<file path="config.mk">
export PLATFORM = sky130hd
export DESIGN_NAME = srap_top
export DESIGN_NICKNAME = d
export VERILOG_FILES = /design/src/common/srap_pkg.sv /design/src/common/srap_word_if.sv /design/src/design/srap_skid.sv /design/src/design/srap_top.sv
export SDC_FILE = /design/constraint.sdc
export NUM_CORES = 1
export LEC_CHECK = 0
export BUFFER_PORTS_ARGS = -buffer_cell sky130_fd_sc_hd__buf_2
export CAP_MARGIN = 40
export CORE_UTILIZATION = 40
export DETAILED_ROUTE_END_ITERATION = 8
export PLACE_DENSITY_LB_ADDON = 0.08
export SYNTH_ARGS = -nofsm -noshare
export SYNTH_HDL_FRONTEND = slang
export SYNTH_HIERARCHICAL = 1
export SYNTH_SLANG_ARGS = --single-unit
</file>
<file path="constraint.sdc">
create_clock -name mclk -period 3.6 [get_ports mclk]
set_clock_uncertainty 0.15 [all_clocks]
set_input_delay 0.72 -clock mclk [delete_from_list [all_inputs] [get_ports mclk]]
set_output_delay 0.72 -clock mclk [all_outputs]
set_load 0.01 [all_outputs]
</file>
<file path="src/common/srap_pkg.sv">
// shared constants and types for the scanner register access port
package srap_pkg;
    localparam int        ADDR_W        = 7;
    localparam int        DATA_W        = 8;
    localparam int        WADDR_W       = 14;
    localparam int        NPINS         = 6;
    // register offsets
    localparam bit [6:0]  REG_STATUS    = 7'h02;
    localparam bit [6:0]  REG_TGTCOL    = 7'h03;
    localparam bit [6:0]  REG_WADDR_HI  = 7'h04;
    localparam bit [6:0]  REG_WADDR_LO  = 7'h05;
    localparam bit [6:0]  REG_WDATA     = 7'h06;
    localparam bit [6:0]  REG_COMMAND   = 7'h07;
    localparam bit [6:0]  REG_SENSE_CFG = 7'h58;
    localparam bit [6:0]  REG_PIN_DIR   = 7'h59;
    localparam bit [6:0]  REG_PIN_POL   = 7'h5a;
    localparam bit [6:0]  REG_PIN_EDGE  = 7'h5b;
    localparam bit [6:0]  REG_PIN_OUT   = 7'h5c;
    localparam bit [6:0]  REG_S2_LINES  = 7'h5d;
    // field positions
    localparam int        TGT_LSB       = 0;
    localparam int        COL_LSB       = 2;
    localparam int        TGTCOL_RO_BIT = 4;
    localparam int        WDIR_BIT      = 6;
    localparam int        ST_SENSE1     = 0;
    localparam int        ST_SENSE2     = 1;
    localparam int        ST_PIN_LSB    = 2;
    localparam int        CFG_S1_STOP   = 0;
    localparam int        CFG_S2_STOP   = 1;
    localparam int        CFG_S1_POL    = 2;
    localparam int        CFG_S2_POL    = 3;
    localparam int        CFG_S1_EDGE   = 4;
    // window targets and colors
    localparam bit [1:0]  TGT_OFFSET    = 2'h0;
    localparam bit [1:0]  TGT_GAIN      = 2'h1;
    localparam bit [1:0]  TGT_GAMMA     = 2'h2;
    localparam bit [1:0]  COL_BAD       = 2'h3;
    localparam bit [13:0] GAMMA_TOP     = 14'h0ffd;
    localparam bit [13:0] COEF_TOP      = 14'h3fff;
    // commands
    localparam bit [7:0]  CMD_IDLE      = 8'h00;
    localparam bit [7:0]  CMD_FFWD      = 8'h01;
    localparam bit [7:0]  CMD_FREV      = 8'h02;
    // pin defaults: 1..3 edge inputs active low, 4,5 high, 6 low
    localparam bit [5:0]  DEF_DIR       = 6'h38;
    localparam bit [5:0]  DEF_POL       = 6'h00;
    localparam bit [5:0]  DEF_EDGE      = 6'h07;
    localparam bit [5:0]  DEF_OUT       = 6'h18;
    localparam int        BUF_DEPTH     = 2;

    typedef enum logic [2:0] {
        SRAP_M_IDLE = 3'b001,
        SRAP_M_RD   = 3'b010,
        SRAP_M_WR   = 3'b100
    } srap_mst_t;
endpackage : srap_pkg

</file>
<file path="src/common/srap_word_if.sv">
// address and word stream between the access port and its buffer
`timescale 1ns/1ps
interface srap_word_if;
    logic        valid;
    logic        ready;
    logic [29:0] data;
    modport src (output valid, output data, input ready);
    modport dst (input valid, input data, output ready);
endinterface : srap_word_if

</file>
<file path="src/design/srap_skid.sv">
// two-entry buffer for write words heading to table memory
`timescale 1ns/1ps
module srap_skid (
    // clock and reset
    input  wire logic     mclk,
    input  wire logic     rst,
    // filling side
    srap_word_if.dst      in_w,
    // draining side
    srap_word_if.src      out_w
);
    typedef struct packed {
        logic [1:0][29:0] mem;
        logic             wp;
        logic             rp;
        logic [1:0]       cnt;
    } srap_skid_t;

    srap_skid_t st_ff;
    srap_skid_t nxt_st;

    assign in_w.ready  = (st_ff.cnt != 2'(srap_pkg::BUF_DEPTH));
    assign out_w.valid = (st_ff.cnt != 2'h0);
    assign out_w.data  = st_ff.mem[st_ff.rp];

    always_comb begin
        logic push;
        logic pop;
        push = in_w.valid && in_w.ready;
        pop  = out_w.valid && out_w.ready;
        nxt_st = st_ff;
        if (push) begin
            nxt_st.mem[st_ff.wp] = in_w.data;
            nxt_st.wp = ~st_ff.wp;
        end
        if (pop) begin
            nxt_st.rp = ~st_ff.rp;
        end
        nxt_st.cnt = st_ff.cnt + {1'b0, push} - {1'b0, pop};
    end

    always_ff @(posedge mclk) begin
        if (rst) begin
            st_ff <= '0;
        end else begin
            st_ff <= nxt_st;
        end
    end
endmodule : srap_skid

</file>
<file path="src/design/srap_top.sv">
// indexed register port, table window and sense/general pin logic
`timescale 1ns/1ps
// Contract
// - direction bit 0 input, 1 output
// - polarity 1 high true, 0 low true
// - level follows input; edge latches rising truth
// - status read clears edge bits
// - sense one true edge stops active motion
// - sense two stops after lines, never reverse
// - output pins drive written output bit
// - pins default on reset or suspend only
// - defaults: pins 1-3 falling edge, 4,5 high
// - address written once, then repeated data access
// - bits 1:0 select offset, gain, gamma
// - bits 3:2 select red, green, blue
// - window address fourteen bits over two registers
// - direction bit requests read prefetch
// - window address increments per two bytes
// - address wraps at 4093 or 16383
// - data port moves consecutive bytes
// - high byte first, format per table
// - command 0 idle, 1 forward, 2 reverse
module srap_top (
    // clock and reset
    input  wire logic        mclk,
    input  wire logic        rst,
    input  wire logic        suspend,
    input  wire logic        soft_hold,
    // register port: address phase then data phases
    input  wire logic        reg_addr_wr,
    input  wire logic        reg_wr,
    input  wire logic        reg_rd,
    input  wire logic [7:0]  reg_wdata,
    output logic      [7:0]  reg_rdata,
    output logic             reg_rvalid,
    // table memory port
    output logic             mem_req,
    output logic             mem_we,
    output logic      [1:0]  mem_table,
    output logic      [1:0]  mem_color,
    output logic      [13:0] mem_addr,
    output logic      [15:0] mem_wdata,
    input  wire logic        mem_ack,
    input  wire logic [15:0] mem_rdata,
    // engine link
    input  wire logic        line_tick,
    output logic             acquire_active,
    output logic      [7:0]  command,
    // pins
    input  wire logic        sense1_pin,
    input  wire logic        sense2_pin,
    input  wire logic [5:0]  gpio_in,
    output logic      [5:0]  gpio_out,
    output logic      [5:0]  gpio_oe
);
    typedef struct packed {
        logic [6:0]  addr;
        logic [7:0]  rdata;
        logic        rvalid;
        logic [3:0]  tgtcol;
        logic        wdir;
        logic [13:0] waddr;
        logic        phase;
        logic [7:0]  hi_byte;
        logic [15:0] pre;
        logic        pre_ok;
        srap_pkg::srap_mst_t mst;
        logic [13:0] maddr;
        logic [7:0]  cmd;
        logic        active;
        logic [5:0]  scfg;
        logic [5:0]  dir;
        logic [5:0]  pol;
        logic [5:0]  edge_en;
        logic [5:0]  pout;
        logic [7:0]  s2_lines;
        logic [7:0]  s2_cnt;
        logic        s2_run;
        logic [7:0]  sync1;
        logic [7:0]  sync2;
        logic [7:0]  truth_d;
        logic [7:0]  sticky;
        logic        s2_flag;
    } srap_top_t;

    srap_top_t st_ff;
    srap_top_t nxt_st;

    srap_word_if wq_in ();
    srap_word_if wq_out ();

    srap_skid u_skid (
        .mclk  (mclk),
        .rst   (rst),
        .in_w  (wq_in),
        .out_w (wq_out)
    );

    // hazard: pin levels are asynchronous, so only sync2 feeds logic
    logic [7:0] truth;
    logic [7:0] pol8;
    logic [7:0] lvl8;
    logic [7:0] out8;
    logic [7:0] status_val;
    logic       sel_bad;
    logic [13:0] wtop;
    logic [15:0] wword;

    always_comb begin
        pol8 = {st_ff.pol, st_ff.scfg[srap_pkg::CFG_S2_POL],
                st_ff.scfg[srap_pkg::CFG_S1_POL]};
        truth = ~(st_ff.sync2 ^ pol8);
        lvl8 = {~st_ff.edge_en, 1'b0, ~st_ff.scfg[srap_pkg::CFG_S1_EDGE]};
        out8 = {st_ff.dir, 2'b00};
        for (int i = 0; i < 8; i++) begin
            if (out8[i]) begin
                status_val[i] = 1'b0;
            end else if (i == 1) begin
                status_val[i] = st_ff.s2_flag;
            end else if (lvl8[i]) begin
                status_val[i] = truth[i];
            end else begin
                status_val[i] = st_ff.sticky[i];
            end
        end
    end

    assign sel_bad = (st_ff.tgtcol[1:0] == srap_pkg::COL_BAD)
                  || (st_ff.tgtcol[3:2] == srap_pkg::COL_BAD);
    assign wtop = (st_ff.tgtcol[1:0] == srap_pkg::TGT_GAMMA)
                ? srap_pkg::GAMMA_TOP : srap_pkg::COEF_TOP;

    // pack the assembled word per table format
    always_comb begin
        unique case (st_ff.tgtcol[1:0])
            srap_pkg::TGT_OFFSET: wword = {st_ff.hi_byte,
                                           reg_wdata[7:2], 2'b00};
            srap_pkg::TGT_GAMMA:  wword = {4'h0, st_ff.hi_byte[3:0],
                                           reg_wdata};
            default:              wword = {st_ff.hi_byte, reg_wdata};
        endcase
    end

    logic wr_port;
    logic rd_port;
    assign wr_port = reg_wr && st_ff.addr == srap_pkg::REG_WDATA;
    assign rd_port = reg_rd && st_ff.addr == srap_pkg::REG_WDATA;

    assign wq_in.valid = wr_port && st_ff.phase && !sel_bad;
    assign wq_in.data  = {st_ff.waddr, wword};
    assign wq_out.ready = (st_ff.mst == srap_pkg::SRAP_M_WR) && mem_ack;

    always_comb begin
        logic [13:0] inc;
        logic        s1_rise;
        logic        s2_rise;
        nxt_st = st_ff;
        nxt_st.rvalid = 1'b0;
        inc = (st_ff.waddr >= wtop) ? 14'h0000 : st_ff.waddr + 14'h0001;
        nxt_st.sync1 = {gpio_in, sense2_pin, sense1_pin};
        nxt_st.sync2 = st_ff.sync1;
        nxt_st.truth_d = truth;
        // clear before set: sticky bits are recomputed after read below
        if (reg_addr_wr) begin
            nxt_st.addr = reg_wdata[6:0];
        end
        if (reg_rd) begin
            nxt_st.rvalid = 1'b1;
            unique case (st_ff.addr)
                srap_pkg::REG_STATUS: begin
                    nxt_st.rdata = status_val;
                    nxt_st.sticky = '0;
                    nxt_st.s2_flag = 1'b0;
                end
                srap_pkg::REG_TGTCOL:   nxt_st.rdata = {4'h0, st_ff.tgtcol};
                srap_pkg::REG_WADDR_HI: nxt_st.rdata = {1'b0, st_ff.wdir,
                                                 st_ff.waddr[13:8]};
                srap_pkg::REG_WADDR_LO: nxt_st.rdata = st_ff.waddr[7:0];
                srap_pkg::REG_WDATA: begin
                    // limitation: a read outruns prefetch returns stale word
                    nxt_st.rdata = sel_bad ? 8'h00 :
                        (st_ff.phase ? st_ff.pre[7:0]
                                     : st_ff.pre[15:8]);
                end
                srap_pkg::REG_COMMAND:  nxt_st.rdata = st_ff.cmd;
                srap_pkg::REG_SENSE_CFG: nxt_st.rdata = {2'b00, st_ff.scfg};
                srap_pkg::REG_PIN_DIR:  nxt_st.rdata = {2'b00, st_ff.dir};
                srap_pkg::REG_PIN_POL:  nxt_st.rdata = {2'b00, st_ff.pol};
                srap_pkg::REG_PIN_EDGE: nxt_st.rdata = {2'b00, st_ff.edge_en};
                srap_pkg::REG_PIN_OUT:  nxt_st.rdata = {2'b00, st_ff.pout};
                srap_pkg::REG_S2_LINES: nxt_st.rdata = st_ff.s2_lines;
                default:                nxt_st.rdata = 8'h00;
            endcase
        end
        if (rd_port) begin
            nxt_st.phase = ~st_ff.phase;
            if (st_ff.phase) begin
                nxt_st.waddr = inc;
                nxt_st.pre_ok = 1'b0;
            end
        end
        if (reg_wr) begin
            unique case (st_ff.addr)
                srap_pkg::REG_TGTCOL: begin
                    nxt_st.tgtcol = reg_wdata[3:0];
                    nxt_st.phase = 1'b0;
                end
                srap_pkg::REG_WADDR_HI: begin
                    nxt_st.waddr[13:8] = reg_wdata[5:0];
                    nxt_st.wdir = reg_wdata[srap_pkg::WDIR_BIT];
                    nxt_st.phase = 1'b0;
                    nxt_st.pre_ok = 1'b0;
                end
                srap_pkg::REG_WADDR_LO: begin
                    nxt_st.waddr[7:0] = reg_wdata;
                    nxt_st.phase = 1'b0;
                    nxt_st.pre_ok = 1'b0;
                end
                srap_pkg::REG_WDATA: begin
                    // second byte waits while buffer is full
                    if (!st_ff.phase) begin
                        nxt_st.hi_byte = reg_wdata;
                        nxt_st.phase = 1'b1;
                    end else if (sel_bad || wq_in.ready) begin
                        nxt_st.phase = 1'b0;
                        nxt_st.waddr = inc;
                    end
                end
                srap_pkg::REG_COMMAND: begin
                    nxt_st.cmd = reg_wdata;
                    nxt_st.active = reg_wdata != srap_pkg::CMD_IDLE;
                end
                srap_pkg::REG_SENSE_CFG: nxt_st.scfg = reg_wdata[5:0];
                srap_pkg::REG_PIN_DIR:   nxt_st.dir = reg_wdata[5:0];
                srap_pkg::REG_PIN_POL:   nxt_st.pol = reg_wdata[5:0];
                srap_pkg::REG_PIN_EDGE:  nxt_st.edge_en = reg_wdata[5:0];
                srap_pkg::REG_PIN_OUT:   nxt_st.pout = reg_wdata[5:0];
                srap_pkg::REG_S2_LINES:  nxt_st.s2_lines = reg_wdata;
                default: ;
            endcase
        end
        // edge capture after the read clear, so a same-cycle event survives
        for (int i = 0; i < 8; i++) begin
            if (truth[i] && !st_ff.truth_d[i]) begin
                nxt_st.sticky[i] = 1'b1;
            end
        end
        s1_rise = truth[0] && !st_ff.truth_d[0];
        s2_rise = truth[1] && !st_ff.truth_d[1];
        if (s1_rise && st_ff.scfg[srap_pkg::CFG_S1_STOP]) begin
            nxt_st.active = 1'b0;
        end
        if (s2_rise && st_ff.scfg[srap_pkg::CFG_S2_STOP]) begin
            nxt_st.s2_run = 1'b1;
            nxt_st.s2_cnt = st_ff.s2_lines;
        end
        if (st_ff.s2_run) begin
            if (st_ff.s2_cnt == 8'h00) begin
                nxt_st.s2_run = 1'b0;
                nxt_st.s2_flag = 1'b1;
                if (st_ff.cmd != srap_pkg::CMD_FREV) begin
                    nxt_st.active = 1'b0;
                end
            end else if (line_tick) begin
                nxt_st.s2_cnt = st_ff.s2_cnt - 8'h01;
            end
        end
        // table memory master: prefetch reads, drain write buffer
        unique case (st_ff.mst)
            srap_pkg::SRAP_M_IDLE: begin
                if (wq_out.valid) begin
                    nxt_st.mst = srap_pkg::SRAP_M_WR;
                    // words carry their address; a later push cannot move it
                    nxt_st.maddr = wq_out.data[29:16];
                end else if (st_ff.wdir && !st_ff.pre_ok && !sel_bad) begin
                    nxt_st.mst = srap_pkg::SRAP_M_RD;
                    nxt_st.maddr = st_ff.waddr;
                end
            end
            srap_pkg::SRAP_M_RD: begin
                if (mem_ack) begin
                    nxt_st.pre = mem_rdata;
                    // drop a fetch whose address was rewritten in flight
                    nxt_st.pre_ok = (st_ff.maddr == nxt_st.waddr) && !rd_port;
                    nxt_st.mst = srap_pkg::SRAP_M_IDLE;
                end
            end
            srap_pkg::SRAP_M_WR: begin
                if (mem_ack) begin
                    nxt_st.maddr = st_ff.maddr;
                    nxt_st.mst = srap_pkg::SRAP_M_IDLE;
                end
            end
            default: nxt_st.mst = srap_pkg::SRAP_M_IDLE;
        endcase
        if (suspend) begin
            nxt_st.dir = srap_pkg::DEF_DIR;
            nxt_st.pol = srap_pkg::DEF_POL;
            nxt_st.edge_en = srap_pkg::DEF_EDGE;
            nxt_st.pout = srap_pkg::DEF_OUT;
        end
    end

    always_ff @(posedge mclk) begin
        if (rst) begin
            st_ff <= '0;
            st_ff.mst <= srap_pkg::SRAP_M_IDLE;
            // no false edge while the synchronisers fill after reset
            st_ff.truth_d <= '1;
            st_ff.dir <= srap_pkg::DEF_DIR;
            st_ff.pol <= srap_pkg::DEF_POL;
            st_ff.edge_en <= srap_pkg::DEF_EDGE;
            st_ff.pout <= srap_pkg::DEF_OUT;
        end else begin
            st_ff <= nxt_st;
        end
    end

    assign reg_rdata      = st_ff.rdata;
    assign reg_rvalid     = st_ff.rvalid;
    assign mem_req        = st_ff.mst != srap_pkg::SRAP_M_IDLE;
    assign mem_we         = st_ff.mst == srap_pkg::SRAP_M_WR;
    assign mem_table      = st_ff.tgtcol[1:0];
    assign mem_color      = st_ff.tgtcol[3:2];
    assign mem_addr       = st_ff.maddr;
    assign mem_wdata      = wq_out.data[15:0];
    assign acquire_active = st_ff.active;
    assign command        = st_ff.cmd;
    // soft_hold leaves pin setup alone
    assign gpio_out       = st_ff.pout;
    assign gpio_oe        = st_ff.dir;
endmodule : srap_top

</file>
==> flow_results.xml <==
<?xml version="1.0" encoding="UTF-8"?>
<metrics>
  <group name="routing">
    <metric name="wire_per_inst" unit="um">19.7</metric>
    <metric name="route.final.wire_length" unit="um">35000</metric>
    <metric name="detail-route-antenna-nets" unit="">0</metric>
    <metric name="drt-initial-drc-count" unit="">890</metric>
    <metric name="route.detailed.vias_per_inst" unit="">5.47</metric>
    <metric name="drtPass1Iterations" unit="">6</metric>
    <metric name="via_count" unit="">9734</metric>
    <metric name="drc" unit="">0</metric>
  </group>
  <group name="cts">
    <metric name="post_cts_clock_slew_at_the_launch_and_capture_registers_of_the_worst_setup_and_hold_paths" unit="ps">60</metric>
    <metric name="post_cts.repair.setup_buffers" unit="">0</metric>
    <metric name="tritoncts_clock_tree" unit="">done</metric>
    <metric name="number_of_buffers_added_to_fix_hold_violations_after_cts" unit="">0</metric>
    <metric name="cts_repair_resizes" unit="">0</metric>
    <metric name="cts_htree_levels" unit="">1</metric>
    <metric name="tritoncts.num_buffers" unit="">27</metric>
    <metric name="numClockSinks" unit="">230</metric>
    <metric name="root_driver" unit="">clkbuf_16</metric>
    <metric name="clk-insertion-delay-late" unit="ps">550</metric>
    <metric name="clock_tree.buffer_depth" unit="">3</metric>
  </group>
  <group name="layout">
    <metric name="n_fill_cell" unit="">2778</metric>
    <metric name="multi_input_area" unit="sq um">5990</metric>
    <metric name="commonest_cells_after_routing_fill_and_taps_aside" unit="">dfxtp_1 (230), nor2_1 (126), nand2_1 (107)</metric>
    <metric name="total_inserted_antenna_cells" unit="">0</metric>
    <metric name="layout.area.seq" unit="sq um">4600</metric>
    <metric name="nNetsFinal" unit="">1430</metric>
    <metric name="layout_commonest_cell" unit="">dfxtp_1</metric>
    <metric name="fin_cells" unit="">1781</metric>
    <metric name="area_growth_syn_to_layout" unit="%">14.1</metric>
    <metric name="final_layout_size_suffix_gt1_share" unit="%">18.0</metric>
    <metric name="final_design_area_no_fill" unit="sq um">13000</metric>
  </group>
  <group name="die">
    <metric name="initial_core_util" unit="%">40.8</metric>
    <metric name="chip_height" unit="um">171</metric>
    <metric name="total_die_area" unit="sq um">29100</metric>
    <metric name="chipWidth" unit="um">171</metric>
    <metric name="floorplan.rows" unit="">61</metric>
    <metric name="design.portCount" unit="">107</metric>
    <metric name="design.core.area" unit="sq um">27900</metric>
  </group>
  <group name="pwr">
    <metric name="power_per_cell_area" unit="nW/um^2">445</metric>
    <metric name="ir_worst_vdd" unit="mV">0.322</metric>
    <metric name="p_leak" unit="nW">4.85</metric>
    <metric name="power.total" unit="mW">5.78</metric>
  </group>
  <group name="logic_synthesis">
    <metric name="synthArstFlopShare" unit="%">0</metric>
    <metric name="synth_ff_type" unit="">dfxtp_1</metric>
    <metric name="share_of_the_synthesized_area_in_compound_gates_ao_oa_aoi_oai" unit="%">16.1</metric>
    <metric name="yosys.area.top_type" unit="">dfxtp_1</metric>
    <metric name="synth_edf_count" unit="">0</metric>
    <metric name="post_synth_main_area_contributors" unit="">dfxtp_1 (40%), mux2i_1 (7.4%), nand2b_1 (4.5%)</metric>
    <metric name="muxShareOfSynthArea" unit="%">10.5</metric>
    <metric name="yosys.area_share.simple" unit="%">22.7</metric>
    <metric name="synth_seq_area_share" unit="%">40.5</metric>
    <metric name="synth_fa_ha_area_share" unit="%">0.550</metric>
    <metric name="net_count_of_the_mapped_netlist" unit="">1382</metric>
    <metric name="dominant_combinational_cell_family_by_area_after_synthesis" unit="">simple AND/OR/NAND/NOR gates</metric>
    <metric name="ys_ff_latch" unit="">230</metric>
    <metric name="synthXorXnorAreaFrac" unit="%">2.77</metric>
    <metric name="synth_cell_types" unit="">73</metric>
    <metric name="synth_largest_type_area_fraction" unit="%">40.5</metric>
    <metric name="avgSynthCellArea" unit="sq um">8.51</metric>
    <metric name="syn_area" unit="sq um">11400</metric>
    <metric name="synth_warnings" unit="">6</metric>
    <metric name="synthCells" unit="">1336</metric>
  </group>
  <group name="worst_setup_path">
    <metric name="worst_setup_path_end_kind" unit="">flip-flop</metric>
    <metric name="timing.critical_path.arrival" unit="ps">3420</metric>
    <metric name="critical_path.max_stage_delay" unit="ps">760</metric>
    <metric name="worstPathCellList" unit="">nor4_4 -&gt; nand3_2 -&gt; nor4_1 -&gt; nand3_1 -&gt; mux2i_1</metric>
    <metric name="worst_path_max_delay_cell" unit="">nand3_1</metric>
    <metric name="critical_path_cell_count" unit="">5</metric>
    <metric name="critical_path.n_buffers_inverters" unit="">0</metric>
    <metric name="cp_data_required_time" unit="ps">3890</metric>
    <metric name="worst_reg_to_reg_path_cell_count" unit="">5</metric>
    <metric name="critical_path.max_fanout" unit="">10</metric>
    <metric name="path_type_of_the_worst_setup_path" unit="">flip-flop to flip-flop</metric>
    <metric name="crit_family" unit="">simple AND/OR/NAND/NOR gates</metric>
    <metric name="setup.worst_path.start_class" unit="">flip-flop</metric>
  </group>
  <group name="sta">
    <metric name="max_freq" unit="GHz">0.320</metric>
    <metric name="max_slew_margin" unit="%">44.3</metric>
    <metric name="min_period_over_period" unit="%">86.9</metric>
    <metric name="setup-violations-final" unit="">0</metric>
    <metric name="final.min_clock_period" unit="ps">3130</metric>
    <metric name="setup_slack" unit="ps">471</metric>
    <metric name="finalHoldViolations" unit="">0</metric>
    <metric name="rsz0062_at_grt" unit="">false</metric>
    <metric name="max_slew.worst_pin.slew" unit="ps">836</metric>
    <metric name="timing_max_transition_violations_final" unit="">0</metric>
    <metric name="setup-tns-final" unit="ps">0</metric>
  </group>
  <group name="global_routing">
    <metric name="grt_antenna_before_repair" unit="">0</metric>
    <metric name="grt_pass1_wl" unit="um">53900</metric>
    <metric name="overflow" unit="">0</metric>
    <metric name="grt_use_total" unit="%">24.1</metric>
    <metric name="number_of_global_route_vias_before_repair" unit="">9280</metric>
    <metric name="grt_max_degree" unit="">89</metric>
  </group>
  <group name="placement">
    <metric name="post-place-cells" unit="">1733</metric>
    <metric name="port_buffers" unit="">105</metric>
    <metric name="detailed_place.area" unit="sq um">12100</metric>
    <metric name="place.gp.congestion" unit="">0.918</metric>
    <metric name="place_hpwl" unit="um">24400</metric>
    <metric name="worst_slack_at_placement" unit="ps">462</metric>
  </group>
  <group name="worst_hold_path">
    <metric name="hold_path.class" unit="">input port to flip-flop</metric>
    <metric name="hold_depth" unit="">2</metric>
  </group>
  <group name="outcome">
    <metric name="outcome" unit="">completed</metric>
  </group>
  <group name="run">
    <metric name="max_cap_violations" unit="">0</metric>
  </group>
</metrics>
## worst paths after layout
path	start	end	slack, ps
setup / recovery	st_ff[163]$_SDFFE_PP0P_	u_skid/st_ff[63]$_SDFFE_PP0P_	470
hold / removal	gpio_in[5]	nxt_st[24]$_SDFF_PP0_	230
setup reg to reg	st_ff[163]$_SDFFE_PP0P_	u_skid/st_ff[63]$_SDFFE_PP0P_	470
hold reg to reg	nxt_st[21]$_SDFF_PP0_	st_ff[21]$_SDFF_PP0_	280
## registers in the layout (all words and copies together), names as in the netlist
name and flops:
u_skid/st_ff 64, pol8 8, reg_rdata 8, command 8, nxt_st 8, mem_color 2
gpio_oe 6, st_ff 102, mem_addr 14, mem_table 2, acquire_active 1, reg_rvalid 1
gpio_out 6
## synthesized netlist by cell type (21+ instances only)
| master | instances |
|---|---|
| clkbuf_1 | 70 |
| nand3_1 | 49 |
| nand2b_1 | 81 |
| dfxtp_1 | 230 |
| o21ai_0 | 76 |
| mux2_2 | 31 |
| a21oi_1 | 81 |
| nor2_1 | 127 |
| a211oi_1 | 21 |
| nand2_1 | 107 |
| buf_4 | 46 |
| mux2i_1 | 84 |
| nor2b_1 | 58 |
## per-stage QoR
step / utilization [%] / hold slack [ps]
6_report: 46.6 / 234
5_1_grt: 46.6 / 243
4_1_cts: 46.6 / 213
3_5_place_dp: 43.3 / 274
3_3_place_gp: 43.2 / 267
2_1_floorplan: - / 264
## metal layers
layer	wire, um	global-route usage, %	up-vias
met5	0	0	-
met4	1290	8.93	0
met3	1940	3.72	70
met2	15700	38.6	335
met1	16100	32.5	4607
li1	-	-	4722
## cell type report
| cell class | instances | share of cell area (%) |
|---|---|---|
| Clock inverter | 9 | 0.955 |
| Sequential cell | 230 | 35.5 |
| Timing Repair Buffer | 155 | 7.07 |
| Clock buffer | 39 | 6.17 |
| Tap cell | 378 | 3.65 |
| Multi-Input combinational cell | 952 | 46.2 |
| Inverter | 18 | 0.521 |
## cells by family (layout without fill, tap and decap cells)
group | count (synthesis) | in the layout
simple gates | 505 | 505
compound gates | 291 | 291
flops | 230 | 230
buf+inv | 154 | 221
mux | 115 | 115
xor+xnor | 36 | 36
fa+ha+maj | 5 | 5
## report_power, final
part           internal [mW]  switching (mW)
clock                   1.75            1.09
sequential              2.58          0.0377
combinational          0.120           0.207
total                   4.44            1.33
(Power assumes the default switching activity.)
